### config.mk
export PLATFORM = sky130hd
export DESIGN_NAME = ccs_regs
export DESIGN_NICKNAME = d
export VERILOG_FILES = /design/src/rtl/ccs_pkg.sv /design/src/rtl/ccs_regs.sv
export SDC_FILE = /design/constraint.sdc
export NUM_CORES = 1
export LEC_CHECK = 0
export CORE_MARGIN = 3
export CORE_UTILIZATION = 60
export DETAILED_ROUTE_END_ITERATION = 8
export DONT_BUFFER_PORTS = 1
export GPL_TIMING_DRIVEN = 0
export PLACE_DENSITY = 0.74
export SYNTH_ARGS = -nofsm -noshare
export SYNTH_HDL_FRONTEND = slang
export SYNTH_SLANG_ARGS = --single-unit
### constraint.sdc
create_clock -name ref_clk_i -period 2 [get_ports ref_clk_i]
set_clock_uncertainty 0.15 [all_clocks]
set_input_delay 0.2 -clock ref_clk_i [delete_from_list [all_inputs] [get_ports ref_clk_i]]
set_output_delay 0.2 -clock ref_clk_i [all_outputs]
set_load 0.02 [all_outputs]
### src/rtl/ccs_pkg.sv
// Constants for the converter configuration and event-flag registers.
// Assumes a byte-wide register port with 8-bit addresses.
package ccs_pkg;
    localparam logic [7:0] CONFIG_ADDR      = 8'h03;
    localparam logic [7:0] FLAGS_ADDR       = 8'h04;
    localparam logic [7:0] FLAGS_RESET      = 8'h00;
    // Droop bit of the config reset value comes from the factory option
    localparam logic [7:0] CONFIG_RESET     = 8'h00;
    localparam logic [7:0] CONFIG_WR_MASK   = 8'h07;
    localparam int         DROOP_BIT        = 2;
    localparam int         STANDALONE_BIT   = 1;
    localparam int         PG_BLANK_BIT     = 0;
    localparam int         EVENT_COUNT      = 6;
endpackage

### src/rtl/ccs_regs.sv
// Configuration and sticky event-flag registers of a step-down converter.
// Assumes the host port logic delivers single-cycle read and write strobes
// on ref_clk_i; analog event inputs arrive asynchronously.
//
// Behaviour
// - config bit 2 enables droop compensation
// - config bit 1 disables pulldown and sync
// - config bit 0 blanks power-good during scaling
// - flag bits 7-6 read as zero
// - flag bit 5 records hiccup until read
// - flag bit 4 records current limit
// - flag bit 3 records thermal warning
// - flag bit 2 records thermal shutdown
// - flag bit 1 records undervoltage
// - flag bit 0 records overvoltage
// - flags at address 4, reset zero
// - configuration register at address 3
`timescale 1ns/1ps
module ccs_regs
#(
    parameter logic DROOP_DEFAULT = 1'b0
)
(
    // Clock and reset
    input  wire logic       ref_clk_i,
    input  wire logic       rst_i,
    // Register port
    input  wire logic [7:0] addr_i,
    input  wire logic [7:0] wdata_i,
    input  wire logic       wr_i,
    input  wire logic       rd_i,
    output logic      [7:0] rdata_o,
    // Asynchronous event inputs
    input  wire logic       hiccup_evt_i,
    input  wire logic       current_limit_evt_i,
    input  wire logic       thermal_warning_evt_i,
    input  wire logic       thermal_shutdown_evt_i,
    input  wire logic       undervoltage_evt_i,
    input  wire logic       overvoltage_evt_i,
    // Controls to the converter
    output logic            droop_comp_enable_o,
    output logic            en_pulldown_enable_o,
    output logic            clock_sync_output_enable_o,
    input  wire logic       dynamic_voltage_scaling_i,
    input  wire logic       window_ok_i,
    output logic            power_good_output_o,
    output logic            power_good_output_oe_o
);

    ////////////////////////////////////////////////////////////////////////
    logic [7:0] droop_single_pg_config;
    logic [5:0] event_flags;
    logic [5:0] evt_meta;
    logic [5:0] evt_sync;
    logic [5:0] evt_prev;
    logic       dvs_meta;
    logic       dvs_sync;
    logic       win_meta;
    logic       win_sync;

    // Reserved bits reset to zero; droop bit follows the factory option
    localparam logic [7:0] CONFIG_RESET_VAL = ccs_pkg::CONFIG_RESET |
                                              (8'(DROOP_DEFAULT) << ccs_pkg::DROOP_BIT);

    wire        config_sel = (addr_i == ccs_pkg::CONFIG_ADDR);
    wire        config_wr  = wr_i && config_sel;
    wire        flags_sel  = (addr_i == ccs_pkg::FLAGS_ADDR);
    wire        flags_rd   = rd_i && flags_sel;
    wire [5:0]  evt_raw    = {hiccup_evt_i, current_limit_evt_i, thermal_warning_evt_i,
                              thermal_shutdown_evt_i, undervoltage_evt_i, overvoltage_evt_i};
    wire [5:0]  evt_rise   = evt_sync & ~evt_prev;
    // Reserved bits kept as written so software sees what it wrote
    wire [7:0]  next_config = wdata_i;
    wire [7:0]  flags_word  = {2'b00, event_flags};
    wire [7:0]  next_rdata  = config_sel ? droop_single_pg_config :
                              flags_sel  ? flags_word : 8'h00;
    wire        blank       = droop_single_pg_config[ccs_pkg::PG_BLANK_BIT] && dvs_sync;
    wire        standalone  = droop_single_pg_config[ccs_pkg::STANDALONE_BIT];

    // Flag vector and event ports are sized for six events
    if (ccs_pkg::EVENT_COUNT != 6)
    begin : g_bad_event_count
        $error("six event flags expected");
    end

    ////////////////////////////////////////////////////////////////////////
    // Event inputs pass two flops before edge detection
    always_ff @(posedge ref_clk_i or posedge rst_i)
    begin
        if (rst_i)
        begin
            evt_meta <= 6'h00;
            evt_sync <= 6'h00;
            evt_prev <= 6'h00;
            dvs_meta <= 1'b0;
            dvs_sync <= 1'b0;
            win_meta <= 1'b0;
            win_sync <= 1'b0;
        end
        else
        begin
            evt_meta <= evt_raw;
            evt_sync <= evt_meta;
            evt_prev <= evt_sync;
            dvs_meta <= dynamic_voltage_scaling_i;
            dvs_sync <= dvs_meta;
            win_meta <= window_ok_i;
            win_sync <= win_meta;
        end
    end

    // Sticky flags: a new event wins over the clear of a read
    genvar g;
    generate
        for (g = 0; g < ccs_pkg::EVENT_COUNT; g++)
        begin : g_flag
            always_ff @(posedge ref_clk_i or posedge rst_i)
            begin
                if (rst_i)
                    event_flags[g] <= ccs_pkg::FLAGS_RESET[g];
                else if (evt_rise[g])
                    event_flags[g] <= 1'b1;
                else if (flags_rd)
                    event_flags[g] <= 1'b0;
            end
            a_flag_kept: assert property (@(posedge ref_clk_i) disable iff (rst_i)
                (event_flags[g] && !flags_rd) |=> event_flags[g])
                else $error("event flag lost without a read");
        end
    endgenerate

    ////////////////////////////////////////////////////////////////////////
    // Factory droop option is part of the reset value, so no write after reset is lost
    always_ff @(posedge ref_clk_i or posedge rst_i)
    begin
        if (rst_i)
            droop_single_pg_config <= CONFIG_RESET_VAL;
        else if (config_wr)
            droop_single_pg_config <= next_config;
    end

    always_ff @(posedge ref_clk_i or posedge rst_i)
    begin
        if (rst_i)
        begin
            rdata_o                    <= 8'h00;
            droop_comp_enable_o        <= DROOP_DEFAULT;
            en_pulldown_enable_o       <= 1'b1;
            clock_sync_output_enable_o <= 1'b1;
            power_good_output_o        <= 1'b0;
            power_good_output_oe_o     <= 1'b1;
        end
        else
        begin
            if (rd_i)
                rdata_o <= next_rdata;
            droop_comp_enable_o        <= droop_single_pg_config[ccs_pkg::DROOP_BIT];
            en_pulldown_enable_o       <= !standalone;
            clock_sync_output_enable_o <= !standalone;
            // Open drain: pull low when window says bad and blanking is not active, released otherwise
            power_good_output_o        <= 1'b0;
            power_good_output_oe_o     <= !blank && !win_sync;
        end
    end

    ////////////////////////////////////////////////////////////////////////
    // Flag set and hold
    a_flag_sticky: assert property (@(posedge ref_clk_i) disable iff (rst_i)
        (event_flags[5] && !flags_rd) |=> event_flags[5])
        else $error("hiccup flag lost without a read");
    a_current_limit_flag_set: assert property (@(posedge ref_clk_i) disable iff (rst_i)
        evt_rise[4] |=> event_flags[4])
        else $error("current limit flag not set");
    a_thermal_warning_flag_set: assert property (@(posedge ref_clk_i) disable iff (rst_i)
        $rose(evt_sync[3]) |=> event_flags[3])
        else $error("thermal warning flag not set");
    a_thermal_shutdown_flag_set: assert property (@(posedge ref_clk_i) disable iff (rst_i)
        evt_rise[2] |=> event_flags[2])
        else $error("thermal shutdown flag not set");
    a_uv_set: assert property (@(posedge ref_clk_i) disable iff (rst_i)
        evt_rise[1] |=> event_flags[1])
        else $error("undervoltage flag not set");
    a_ov_set: assert property (@(posedge ref_clk_i) disable iff (rst_i)
        evt_rise[0] |=> event_flags[0])
        else $error("overvoltage flag not set");

    // Read port
    a_read_clears: assert property (@(posedge ref_clk_i) disable iff (rst_i)
        (flags_rd && evt_rise == 6'h00) |=> (event_flags == 6'h00 && rdata_o == {2'b00, $past(event_flags)}))
        else $error("flags read did not return then clear");
    a_reserved_zero: assert property (@(posedge ref_clk_i) disable iff (rst_i)
        $past(flags_rd) |-> rdata_o[7:6] == 2'b00)
        else $error("reserved flag bits not zero");
    a_rdata_hold: assert property (@(posedge ref_clk_i) disable iff (rst_i)
        !rd_i |=> $stable(rdata_o))
        else $error("read data changed without a read");
    a_cfg_write: assert property (@(posedge ref_clk_i) disable iff (rst_i)
        config_wr |=> droop_single_pg_config == $past(wdata_i))
        else $error("configuration write not stored");

    // Configuration outputs
    a_standalone_out: assert property (@(posedge ref_clk_i) disable iff (rst_i)
        config_wr |-> ##2 (en_pulldown_enable_o == !$past(wdata_i[ccs_pkg::STANDALONE_BIT], 2)))
        else $error("standalone bit not applied");
    a_pd_sync_out: assert property (@(posedge ref_clk_i) disable iff (rst_i)
        1'b1 |=> {en_pulldown_enable_o, clock_sync_output_enable_o} == {2{!$past(standalone)}})
        else $error("pulldown or sync enable mismatch");
    a_droop_out: assert property (@(posedge ref_clk_i) disable iff (rst_i)
        1'b1 |=> droop_comp_enable_o == $past(droop_single_pg_config[ccs_pkg::DROOP_BIT]))
        else $error("droop output mismatch");

    // Power-good pin
    a_pg_blank: assert property (@(posedge ref_clk_i) disable iff (rst_i)
        blank |=> !power_good_output_oe_o)
        else $error("power good not released while blanked");
    a_pg_follow: assert property (@(posedge ref_clk_i) disable iff (rst_i)
        !droop_single_pg_config[ccs_pkg::PG_BLANK_BIT] |=> power_good_output_oe_o == !$past(win_sync))
        else $error("power good does not follow the window");
    a_pg_low: assert property (@(posedge ref_clk_i) disable iff (rst_i)
        power_good_output_o == 1'b0)
        else $error("power good drives high");

endmodule

==> impl_metrics.yaml, run 1 <==
timing:
  fmax_mhz: 553
  relSlewSlack_pct: 39.4
  hold_viol_final: 0
  rsz0062_at_grt: "false"
  worst_slew_pin_slew_ns: 0.908
  tns_ns: 0
  period_needed_ns: 1.81
  setup_viol: 0
  min_period_over_period_pct: 90.4
  maxSlewViolCount: 0
floorplanning:
  coreArea_sq_um: 2500
  rows: 18
  start_util_pct: 64.2
  io_pins: 41
  die_x_um: 57.7
  die_area_sq_um: 3330
  die_h_um: 57.7
cts:
  clock_latency_ns: 0.36
  cts_tree: "done"
  path_clk_slew_ns: 0.13
  cts_sinks: 47
  numCtsBuffers: 5
  h-tree-depth: 2
  cts_root_buffer: "clkbuf_4"
  cts_buffer_depth: 2
synthesis:
  netlist-cell-type-count: 23
  synth_area_sq_um: 1600
  syn_avg_cell_area_sq_um: 15.1
  yosysSeqAreaShare_pct: 73.5
  synth_cells: 106
  ys_ff_latch: 47
  yosysWarnings: 0
  synth_fp_nets: 134
setup_path:
  critPathMaxFanout: 5
  r2r-end: "rdata_o[0]$_DFFE_PP0P_"
  startpoint_type: "primary input"
  worstSetupPathType: "in -> reg"
  worstPathArrival_ns: 1.94
  critPathCaptureType: "flop"
  critPathRequiredTime_ns: 2.14
  reg2regPathDepth: 2
  crit_start: "addr_i[6]"
  regToRegSetupSlack_ns: 0.83
  r2r-start: "rdata_o[0]$_DFFE_PP0P_"
power_and_ir_drop:
  p_leak_nw: 0.931
  powerDensity_nw_per_um2: 905
  vdd.ir_drop.worst_v: 0.000829
finish:
  drive_gt1_share_pct: 20.1
  final_nets: 161
  stdcell_count: 164
  postLayoutCoreUtil_pct: 77.9
  layout_common_cells: "45 x dfrtp_1, 20 x dlygate4sd3_1, 16 x inv_1"
  layout_commonest_cell: "dfrtp_1"
  area_delta_synth_final_pct: 21.4
  diodes: 0
min_path:
  min_from: "rd_i"
  holdPathEnd: "rdata_o[6]$_DFFE_PP0P_"
  whs_path_depth: 2
  hold_class: "in -> reg"
global_route:
  grt_overflow: 0
  grt_max_degree: 48
  grt_pass1_vias: 968
  grt_first_pass_wirelength_um: 4200
  antenna_found_initial: 0
  grt_usage_pct: 17.4
placement:
  placedCellCount: 136
  port_buffers: 0
  gp_congestion: 0.823
  dp_hpwl_um: 1660
run_status:
  outcome: "finished, final reports clean"
drt:
  ant_nets: 0
  first_iter_violations: 12
  vias_per_cell: 5.44
  num_vias: 892
  routed_wl_um: 2630
  drtPass1Iterations: 4
  wl_per_cell_um: 16.0
  drc: 0
job:
  maxCapViolCount: 0
kinds of logic after synthesis:
| logic type | after synthesis | share of synthesized area, % |
|---|---|---|
| other cells | 1 | 0.234 |
| compound gates | 15 | 7.49 |
| simple gates | 13 | 7.02 |
| flops | 47 | 73.5 |
| mux | 8 | 5.62 |
| buf+inv | 22 | 6.16 |
area by class of cell:
cell class,instances,area (sq um)
well taps,30,37.5
plain buffers,5,35.0
repair buffers,20,200
clock inverters,3,67.6
flip-flops and latches,47,1180
inverters,17,63.8
clock buffers,5,37.5
multi-input cells,37,327
fillers,158,553
how the worst max path moves through the flow:
stage,end,slack [ns],cells after the start
detailed placement,droop_single_pg_config[6]$_DFFE_PP0P_,0.39,4
CTS,rdata_o[2]$_DFFE_PP0P_,0.23,5
global placement,droop_comp_enable_o$_DFF_PP0_,0.21,1
finish,rdata_o[2]$_DFFE_PP0P_,0.19,5
global route,rdata_o[2]$_DFFE_PP0P_,0.16,5
floorplan,droop_single_pg_config[0]$_DFFE_PP0P_,0.50,4
state kept, by name, indices dropped and copies added (netlist names):
name,count
droop_comp_enable_o,1
win_sync,1
dvs_meta,1
clock_sync_output_enable_o,1
event_flags,6
power_good_output_oe_o,1
evt_meta,6
win_meta,1
droop_single_pg_config,8
evt_sync,6
evt_prev,6
rdata_o,8
dvs_sync,1
critical path, cell delays in order:
cell           delay, ns
dlygate4sd3_1       0.57
nor4_4              0.24
dlygate4sd3_1       0.68
nand4_1             0.14
o221ai_1            0.11
synthesized netlist by cell type:
master,number,area (sq um)
buf_4,2,15.0
a22o_1,4,35.0
dfstp_2,2,52.6
a21oi_1,1,5.00
conb_1,1,3.75
nor4_4,1,21.3
nand4_1,4,25.0
and3_2,1,7.51
inv_1,17,63.8
nand3b_1,1,7.51
mux2_2,8,90.1
o22ai_1,4,25.0
o221ai_1,4,35.0
a221o_1,2,20.0
nor4bb_1,1,10.0
dfrtp_1,45,1130
nor2b_1,2,12.5
and3_1,1,6.26
clkbuf_1,1,3.75
buf_6,1,11.3
and3b_2,1,10.0
and4bb_2,1,12.5
clkbuf_2,1,5.00
per-stage QoR:
step / hold WS, ns / power (mW) / setup WS, ns / instance area [sq um]
after floorplan: 0.0814 / 1.06 / 0.496 / 1600
after global placement: 0.0815 / 1.07 / 0.208 / 1640
after detailed placement: 0.0815 / 1.07 / 0.386 / 1640
after CTS: 0.0316 / 1.78 / 0.230 / 1950
after global routing: 0.0435 / 1.83 / 0.155 / 1950
final: 0.0439 / 1.76 / 0.193 / 1950
what timing repair did:
item / 4_1_cts / 5_1_grt
buffers inserted: 0 / 0
resized for setup: 0 / 0
endpoints found under the hold margin: 66 / 0
hold buffers: 20 / 0
report_power, final:
| group | switching (mW) | internal (mW) | leakage, nW | total [mW] |
|---|---|---|---|---|
| clock | 0.292 | 0.388 | 0.0514 | 0.680 |
| combinational | 0.0369 | 0.0399 | 0.314 | 0.0768 |
| sequential | 0.0184 | 0.986 | 0.566 | 1.00 |
| total | 0.347 | 1.41 | 0.931 | 1.76 |
per-layer routing:
metal	wire length, um	track usage (%)	share of wire [%]
met1	1050	20.1	40
met2	1270	28.1	48
met3	262	7.57	10
met4	46	7.95	1.8
met5	0	0	0
Note: power is estimated with default switching activity, not from simulation.
==> run 2, diff against run 1 <==
--- a/config.mk
+++ b/config.mk
@@ -5,12 +5,13 @@
 export SDC_FILE = /design/constraint.sdc
 export NUM_CORES = 1
 export LEC_CHECK = 0
-export CORE_MARGIN = 3
-export CORE_UTILIZATION = 60
+export CELL_PAD_IN_SITES_DETAIL_PLACEMENT = 1
+export CELL_PAD_IN_SITES_GLOBAL_PLACEMENT = 1
+export CORE_UTILIZATION = 48
 export DETAILED_ROUTE_END_ITERATION = 8
 export DONT_BUFFER_PORTS = 1
 export GPL_TIMING_DRIVEN = 0
-export PLACE_DENSITY = 0.74
+export PLACE_DENSITY = 0.73
 export SYNTH_ARGS = -nofsm -noshare
 export SYNTH_HDL_FRONTEND = slang
 export SYNTH_SLANG_ARGS = --single-unit
==> run 2 against run 1 <==
Effect of this change:
- register-to-register slack worse by 0.02 ns
- hold slack improved by 0.021 ns
- combinational power up 2%
- highest routed layer unchanged
- worst setup slack worse by 0.0078 ns
- sequential power about the same
- sequential share of layout area up 1.2 points
- sequential cell count is the same
==> impl_metrics.yaml, run 2 (synthesis gave the netlist of run 1 again) <==
setup_path:
  worstPathArrival_ns: 1.94
  crit_path_cell_trace: "dlygate4sd3_1 -> nor4_4 -> dlygate4sd3_1 -> nand4_1 -> o221ai_1"
  critPathMaxFanout: 5
  cp_common_cell: "dlygate4sd3_1"
  startpoint_type: "primary input"
  slowest_delay_ns: 0.69
  regToRegSetupSlack_ns: 0.81
  critPathRequiredTime_ns: 2.12
  critPathCaptureType: "flop"
  worstSetupPathType: "in -> reg"
  crit_slowest_cell: "dlygate4sd3_1"
power_and_ir_drop:
  clkPwrFrac_pct: 27.8
  p_leak_nw: 0.909
  power_frac_seq_pct: 67.0
  pwr-share-comb_pct: 5.2
  switching_share_pct: 22.5
  p_int_mw: 1.16
  vdd.ir_drop.worst_v: 0.000477
  powerDensity_nw_per_um2: 786
  p_sw_mw: 0.337
cts:
  h-tree-depth: 2
  cts_buffer_depth: 2
  cts_resized: 0
  cts_root_buffer: "clkbuf_4"
  cts_sinks: 47
  ctsHoldBuffers: 20
  postCtsSetupBuffers: 0
  path_clk_slew_ns: 0.13
  clock_latency_ns: 0.36
  cts_tree: "done"
  numCtsBuffers: 5
drt:
  drtPass1Iterations: 3
  routed_wl_um: 3050
  wl_per_cell_um: 17.1
  num_vias: 942
  first_iter_violations: 19
  vias_per_cell: 5.29
  drc: 0
  ant_nets: 0
floorplanning:
  die_area_sq_um: 3580
  start_util_pct: 51.7
  io_pins: 41
  rows: 20
  die_x_um: 59.8
  die_h_um: 59.8
  coreArea_sq_um: 3100
finish:
  stdcell_count: 178
  seq_area_sq_um: 1180
  diodes: 0
  layout_commonest_cell: "dfrtp_1"
  layout_common_cells: "45 x dfrtp_1, 20 x dlygate4sd3_1, 16 x inv_1"
  final_nets: 161
  drive_gt1_share_pct: 18.7
  area_delta_synth_final_pct: 19.0
  reg_top3: "droop_single_pg_config (8), rdata_o (8)"
  multiInputGateArea_sq_um: 327
  n_fill_cell: 313
min_path:
  hold_class: "in -> reg"
timing:
  relSlewSlack_pct: 36.9
  setup_ws_ns: 0.185
  min_period_over_period_pct: 90.7
  period_needed_ns: 1.81
  maxSlewViolCount: 0
  fmax_mhz: 551
  rsz0062_at_grt: "false"
  worst_slew_pin_slew_ns: 0.945
  hold_viol_final: 0
  tns_ns: 0
  setup_viol: 0
global_route:
  grt_first_pass_wirelength_um: 4990
  met2_usage_pct: 34.0
  antenna_found_initial: 0
  met1_usage_pct: 23.9
  met3_usage_pct: 5.41
  busiest_layer: "met2"
  grt_overflow: 0
  grt_max_degree: 48
  grt_usage_pct: 20.6
  grt_pass1_vias: 1060
job:
  maxCapViolCount: 0
placement:
  dp_hpwl_um: 1880
  port_buffers: 0
  gp_congestion: 0.795
  placedCellCount: 150
  place_ws_ns: 0.339
run_status:
  outcome: "finished, final reports clean"
[run 2: cell types whose count changed in the layout (fill, tap and decap cells not counted)]
cell / change
bufinv_16: -2
clkbuf_1: +2
clkinv_2: +1
clkinvlp_4: -1
[run 2: final timing paths]
kind / startpoint / to / cells after the start
max: addr_i[6] / rdata_o[4]$_DFFE_PP0P_ / 5
min: rd_i / rdata_o[7]$_DFFE_PP0P_ / 2
max reg2reg: rdata_o[0]$_DFFE_PP0P_ / rdata_o[0]$_DFFE_PP0P_ / 2
min reg2reg: evt_meta[3]$_DFF_PP0_ / evt_sync[3]$_DFF_PP0_ / 0
max in group asynchronous: rst_i / droop_single_pg_config[7]$_DFFE_PP0P_ / 2
min in group asynchronous: rst_i / rdata_o[4]$_DFFE_PP0P_ / 2
[run 2: worst max-delay path, delay by kind of cell]
family                 cells  cell delay (ns)
AOI/OAI and AO/OA          1             0.12
buffers and inverters      2             1.27
and+or+nand+nor            2             0.36
[run 2: through the flow]
stage	utilization, %	instance area (sq um)	hold WS (ns)	total power [mW]
after global placement	53.5	1660	0.0815	1.07
after CTS	61.5	1910	0.0463	1.51
final	61.5	1910	0.0650	1.50
after global routing	61.5	1910	0.0343	1.57
after floorplan	-	1600	0.0814	1.06
after detailed placement	53.5	1660	0.0815	1.07
[run 2: layer usage]
metal,share of wire [%],vias to the layer above
met3,6.3,9
met5,0,-
met1,39,477
li1,-,418
met2,52,38
met4,2.4,0
[run 2: cell type report]
cell class	count	area share [%]
clock inverter	1	0.262
sequential	47	61.7
buffer	5	1.83
inverter	17	3.34
multi-input combinational	37	17.1
timing repair buffer	20	10.5
clock buffer	7	2.36
tap	44	2.88
[run 2: power groups by stage]
stage               clock (mW)  combinational [mW]  sequential (mW)
floorplan                    0              0.0389             1.02
global placement             0              0.0451             1.02
detailed placement           0              0.0484             1.02
CTS                      0.426              0.0790             1.01
global route             0.476              0.0884             1.01
finish                   0.417              0.0785             1.00
==> run 3, diff against run 2 <==
--- a/config.mk
+++ b/config.mk
@@ -7,6 +7,7 @@
 export LEC_CHECK = 0
 export CELL_PAD_IN_SITES_DETAIL_PLACEMENT = 1
 export CELL_PAD_IN_SITES_GLOBAL_PLACEMENT = 1
+export CORE_MARGIN = 2
 export CORE_UTILIZATION = 48
 export DETAILED_ROUTE_END_ITERATION = 8
 export DONT_BUFFER_PORTS = 1
==> constraint.sdc (replaced) <==
create_clock -name ref_clk_i -period 2 [get_ports ref_clk_i]
set_clock_uncertainty 0.15 [all_clocks]
set_input_delay 0.2 -clock ref_clk_i [delete_from_list [all_inputs] [get_ports ref_clk_i]]
set_output_delay 0.2 -clock ref_clk_i [all_outputs]
set_load 0.05 [all_outputs]
==> run 3 against run 2 <==
Effect of this change:
- non-clock buffer count did not move
- highest routed layer unchanged
- sequential cell count unchanged
- global-route usage is 3.0 points lower
- register-to-register slack got worse by 0.14 ns
- utilization is 0.23 points higher
- hold slack lost 0.0015 ns
- sequential power about the same
- sequential share of layout area fell by 0.72 points
- power grew 5.7%
- via count shrank 2.2%
- largest power group unchanged
==> impl_metrics.yaml, run 3 (synthesis gave the netlist of run 1 again) <==
timing:
  relSlewSlack_pct: 38.8
  maxSlewViolCount: 0
  period_needed_ns: 1.79
  tns_ns: 0
  worst_slew_pin_slew_ns: 0.917
  rsz0062_at_grt: "false"
  min_period_over_period_pct: 89.6
  hold_ws_ns: 0.0636
  hold_viol_final: 0
  fmax_mhz: 558
  setup_viol: 0
drt:
  routed_wl_um: 2820
  drc: 0
  num_vias: 921
  wl_per_cell_um: 15.9
  ant_nets: 0
  drtPass1Iterations: 4
  vias_per_cell: 5.17
  first_iter_violations: 41
setup_path:
  startpoint_type: "primary input"
  worstPathArrival_ns: 1.92
  critPathRequiredTime_ns: 2.13
  worstSetupPathType: "in -> reg"
  critPathMaxFanout: 5
  critPathCaptureType: "flop"
power_and_ir_drop:
  vdd.ir_drop.worst_v: 0.000441
  p_leak_nw: 0.917
  powerDensity_nw_per_um2: 821
finish:
  final_nets: 161
  layout_common_cells: "45 x dfrtp_1, 20 x dlygate4sd3_1, 16 x inv_1"
  diodes: 0
  n_fill_cell: 303
  layout_commonest_cell: "dfrtp_1"
  drive_gt1_share_pct: 20.1
  area_delta_synth_final_pct: 20.4
  stdcell_area_sq_um: 1930
  reg_top3: "droop_single_pg_config (8), rdata_o (8)"
floorplanning:
  rows: 20
  coreArea_sq_um: 3130
  die_area_sq_um: 3820
  die_h_um: 61.8
  die_x_um: 61.8
  io_pins: 41
  start_util_pct: 51.3
global_route:
  grt_pass1_vias: 982
  grt_first_pass_wirelength_um: 4570
  grt_max_degree: 48
  antenna_found_initial: 0
  grt_usage_pct: 17.6
  grt_overflow: 0
placement:
  port_buffers: 0
  postPlaceCellArea_sq_um: 1660
  dp_hpwl_um: 1810
  gp_congestion: 0.712
cts:
  numCtsBuffers: 5
  h-tree-depth: 2
  cts_sinks: 47
  path_clk_slew_ns: 0.13
  clock_latency_ns: 0.36
  cts_root_buffer: "clkbuf_4"
  cts_tree: "done"
  cts_buffer_depth: 2
job:
  maxCapViolCount: 0
run_status:
  outcome: "finished, final reports clean"
min_path:
  hold_class: "in -> reg"
run 3: cell count changes in the layout (fill, tap and decap cells not counted), sizes merged:
cell and delta:
clkinv -1, clkinvlp +1
run 3: final cells by class:
type | count | area [sq um] | area share (%)
Buffer | 5 | 35.0 | 1.81
Timing Repair Buffer | 20 | 200 | 10.4
Tap cell | 44 | 55.1 | 2.85
Clock inverter | 1 | 7.51 | 0.389
Sequential cell | 47 | 1180 | 61.0
Inverter | 17 | 63.8 | 3.30
Clock buffer | 7 | 65.1 | 3.37
Multi-Input combinational cell | 37 | 327 | 16.9
run 3: worst paths after layout:
| check | from | end | depth (start not counted) | slack, ns |
|---|---|---|---|---|
| max | addr_i[6] | rdata_o[4]$_DFFE_PP0P_ | 5 | 0.21 |
| min | rd_i | rdata_o[0]$_DFFE_PP0P_ | 2 | 0.06 |
| max reg2reg | rdata_o[0]$_DFFE_PP0P_ | rdata_o[0]$_DFFE_PP0P_ | 2 | 0.67 |
| min reg2reg | evt_meta[4]$_DFF_PP0_ | evt_sync[4]$_DFF_PP0_ | 0 | 0.21 |
| max in group asynchronous | rst_i | droop_comp_enable_o$_DFF_PP0_ | 2 | 0.81 |
| min in group asynchronous | rst_i | evt_sync[0]$_DFF_PP0_ | 2 | 0.33 |
run 3: repair_timing:
item / 4_1_cts / 5_1_grt
hold endpoints to repair: 66 / 0
hold buffers: 20 / 0
resized for setup: 0 / 0
buffers inserted: 0 / 0
run 3: routing by layer:
layer / GRT usage [%] / routed length (um) / up-vias
met5: 0 / 0 / -
met3: 6.63 / 209 / 5
met1: 20.5 / 1130 / 470
met2: 29.3 / 1450 / 33
li1: - / - / 413
met4: 7.29 / 36 / 0
run 3: report_power, final:
part | internal (mW) | switching, mW | leakage (nW)
combinational | 0.0400 | 0.0423 | 0.314
sequential | 0.986 | 0.0266 | 0.566
clock | 0.206 | 0.286 | 0.0375
total | 1.23 | 0.355 | 0.917
run 3: worst max-delay path: stages:
cell and delay, ns:
dlygate4sd3_1 0.57, nor4_4 0.25, dlygate4sd3_1 0.68, nand4_1 0.11
o221ai_1 0.10
run 3: metrics by stage:
| step | power (mW) | utilization [%] | std cells | setup WS, ns |
|---|---|---|---|---|
| 6_report | 1.59 | 61.8 | 178 | 0.208 |
| 3_3_place_gp | 1.08 | 53.0 | 150 | 0.178 |
| 3_5_place_dp | 1.08 | 53.0 | 150 | 0.373 |
| 2_1_floorplan | 1.07 | - | 106 | 0.496 |
| 4_1_cts | 1.61 | 61.8 | 178 | 0.236 |
| 5_1_grt | 1.66 | 61.8 | 178 | 0.129 |
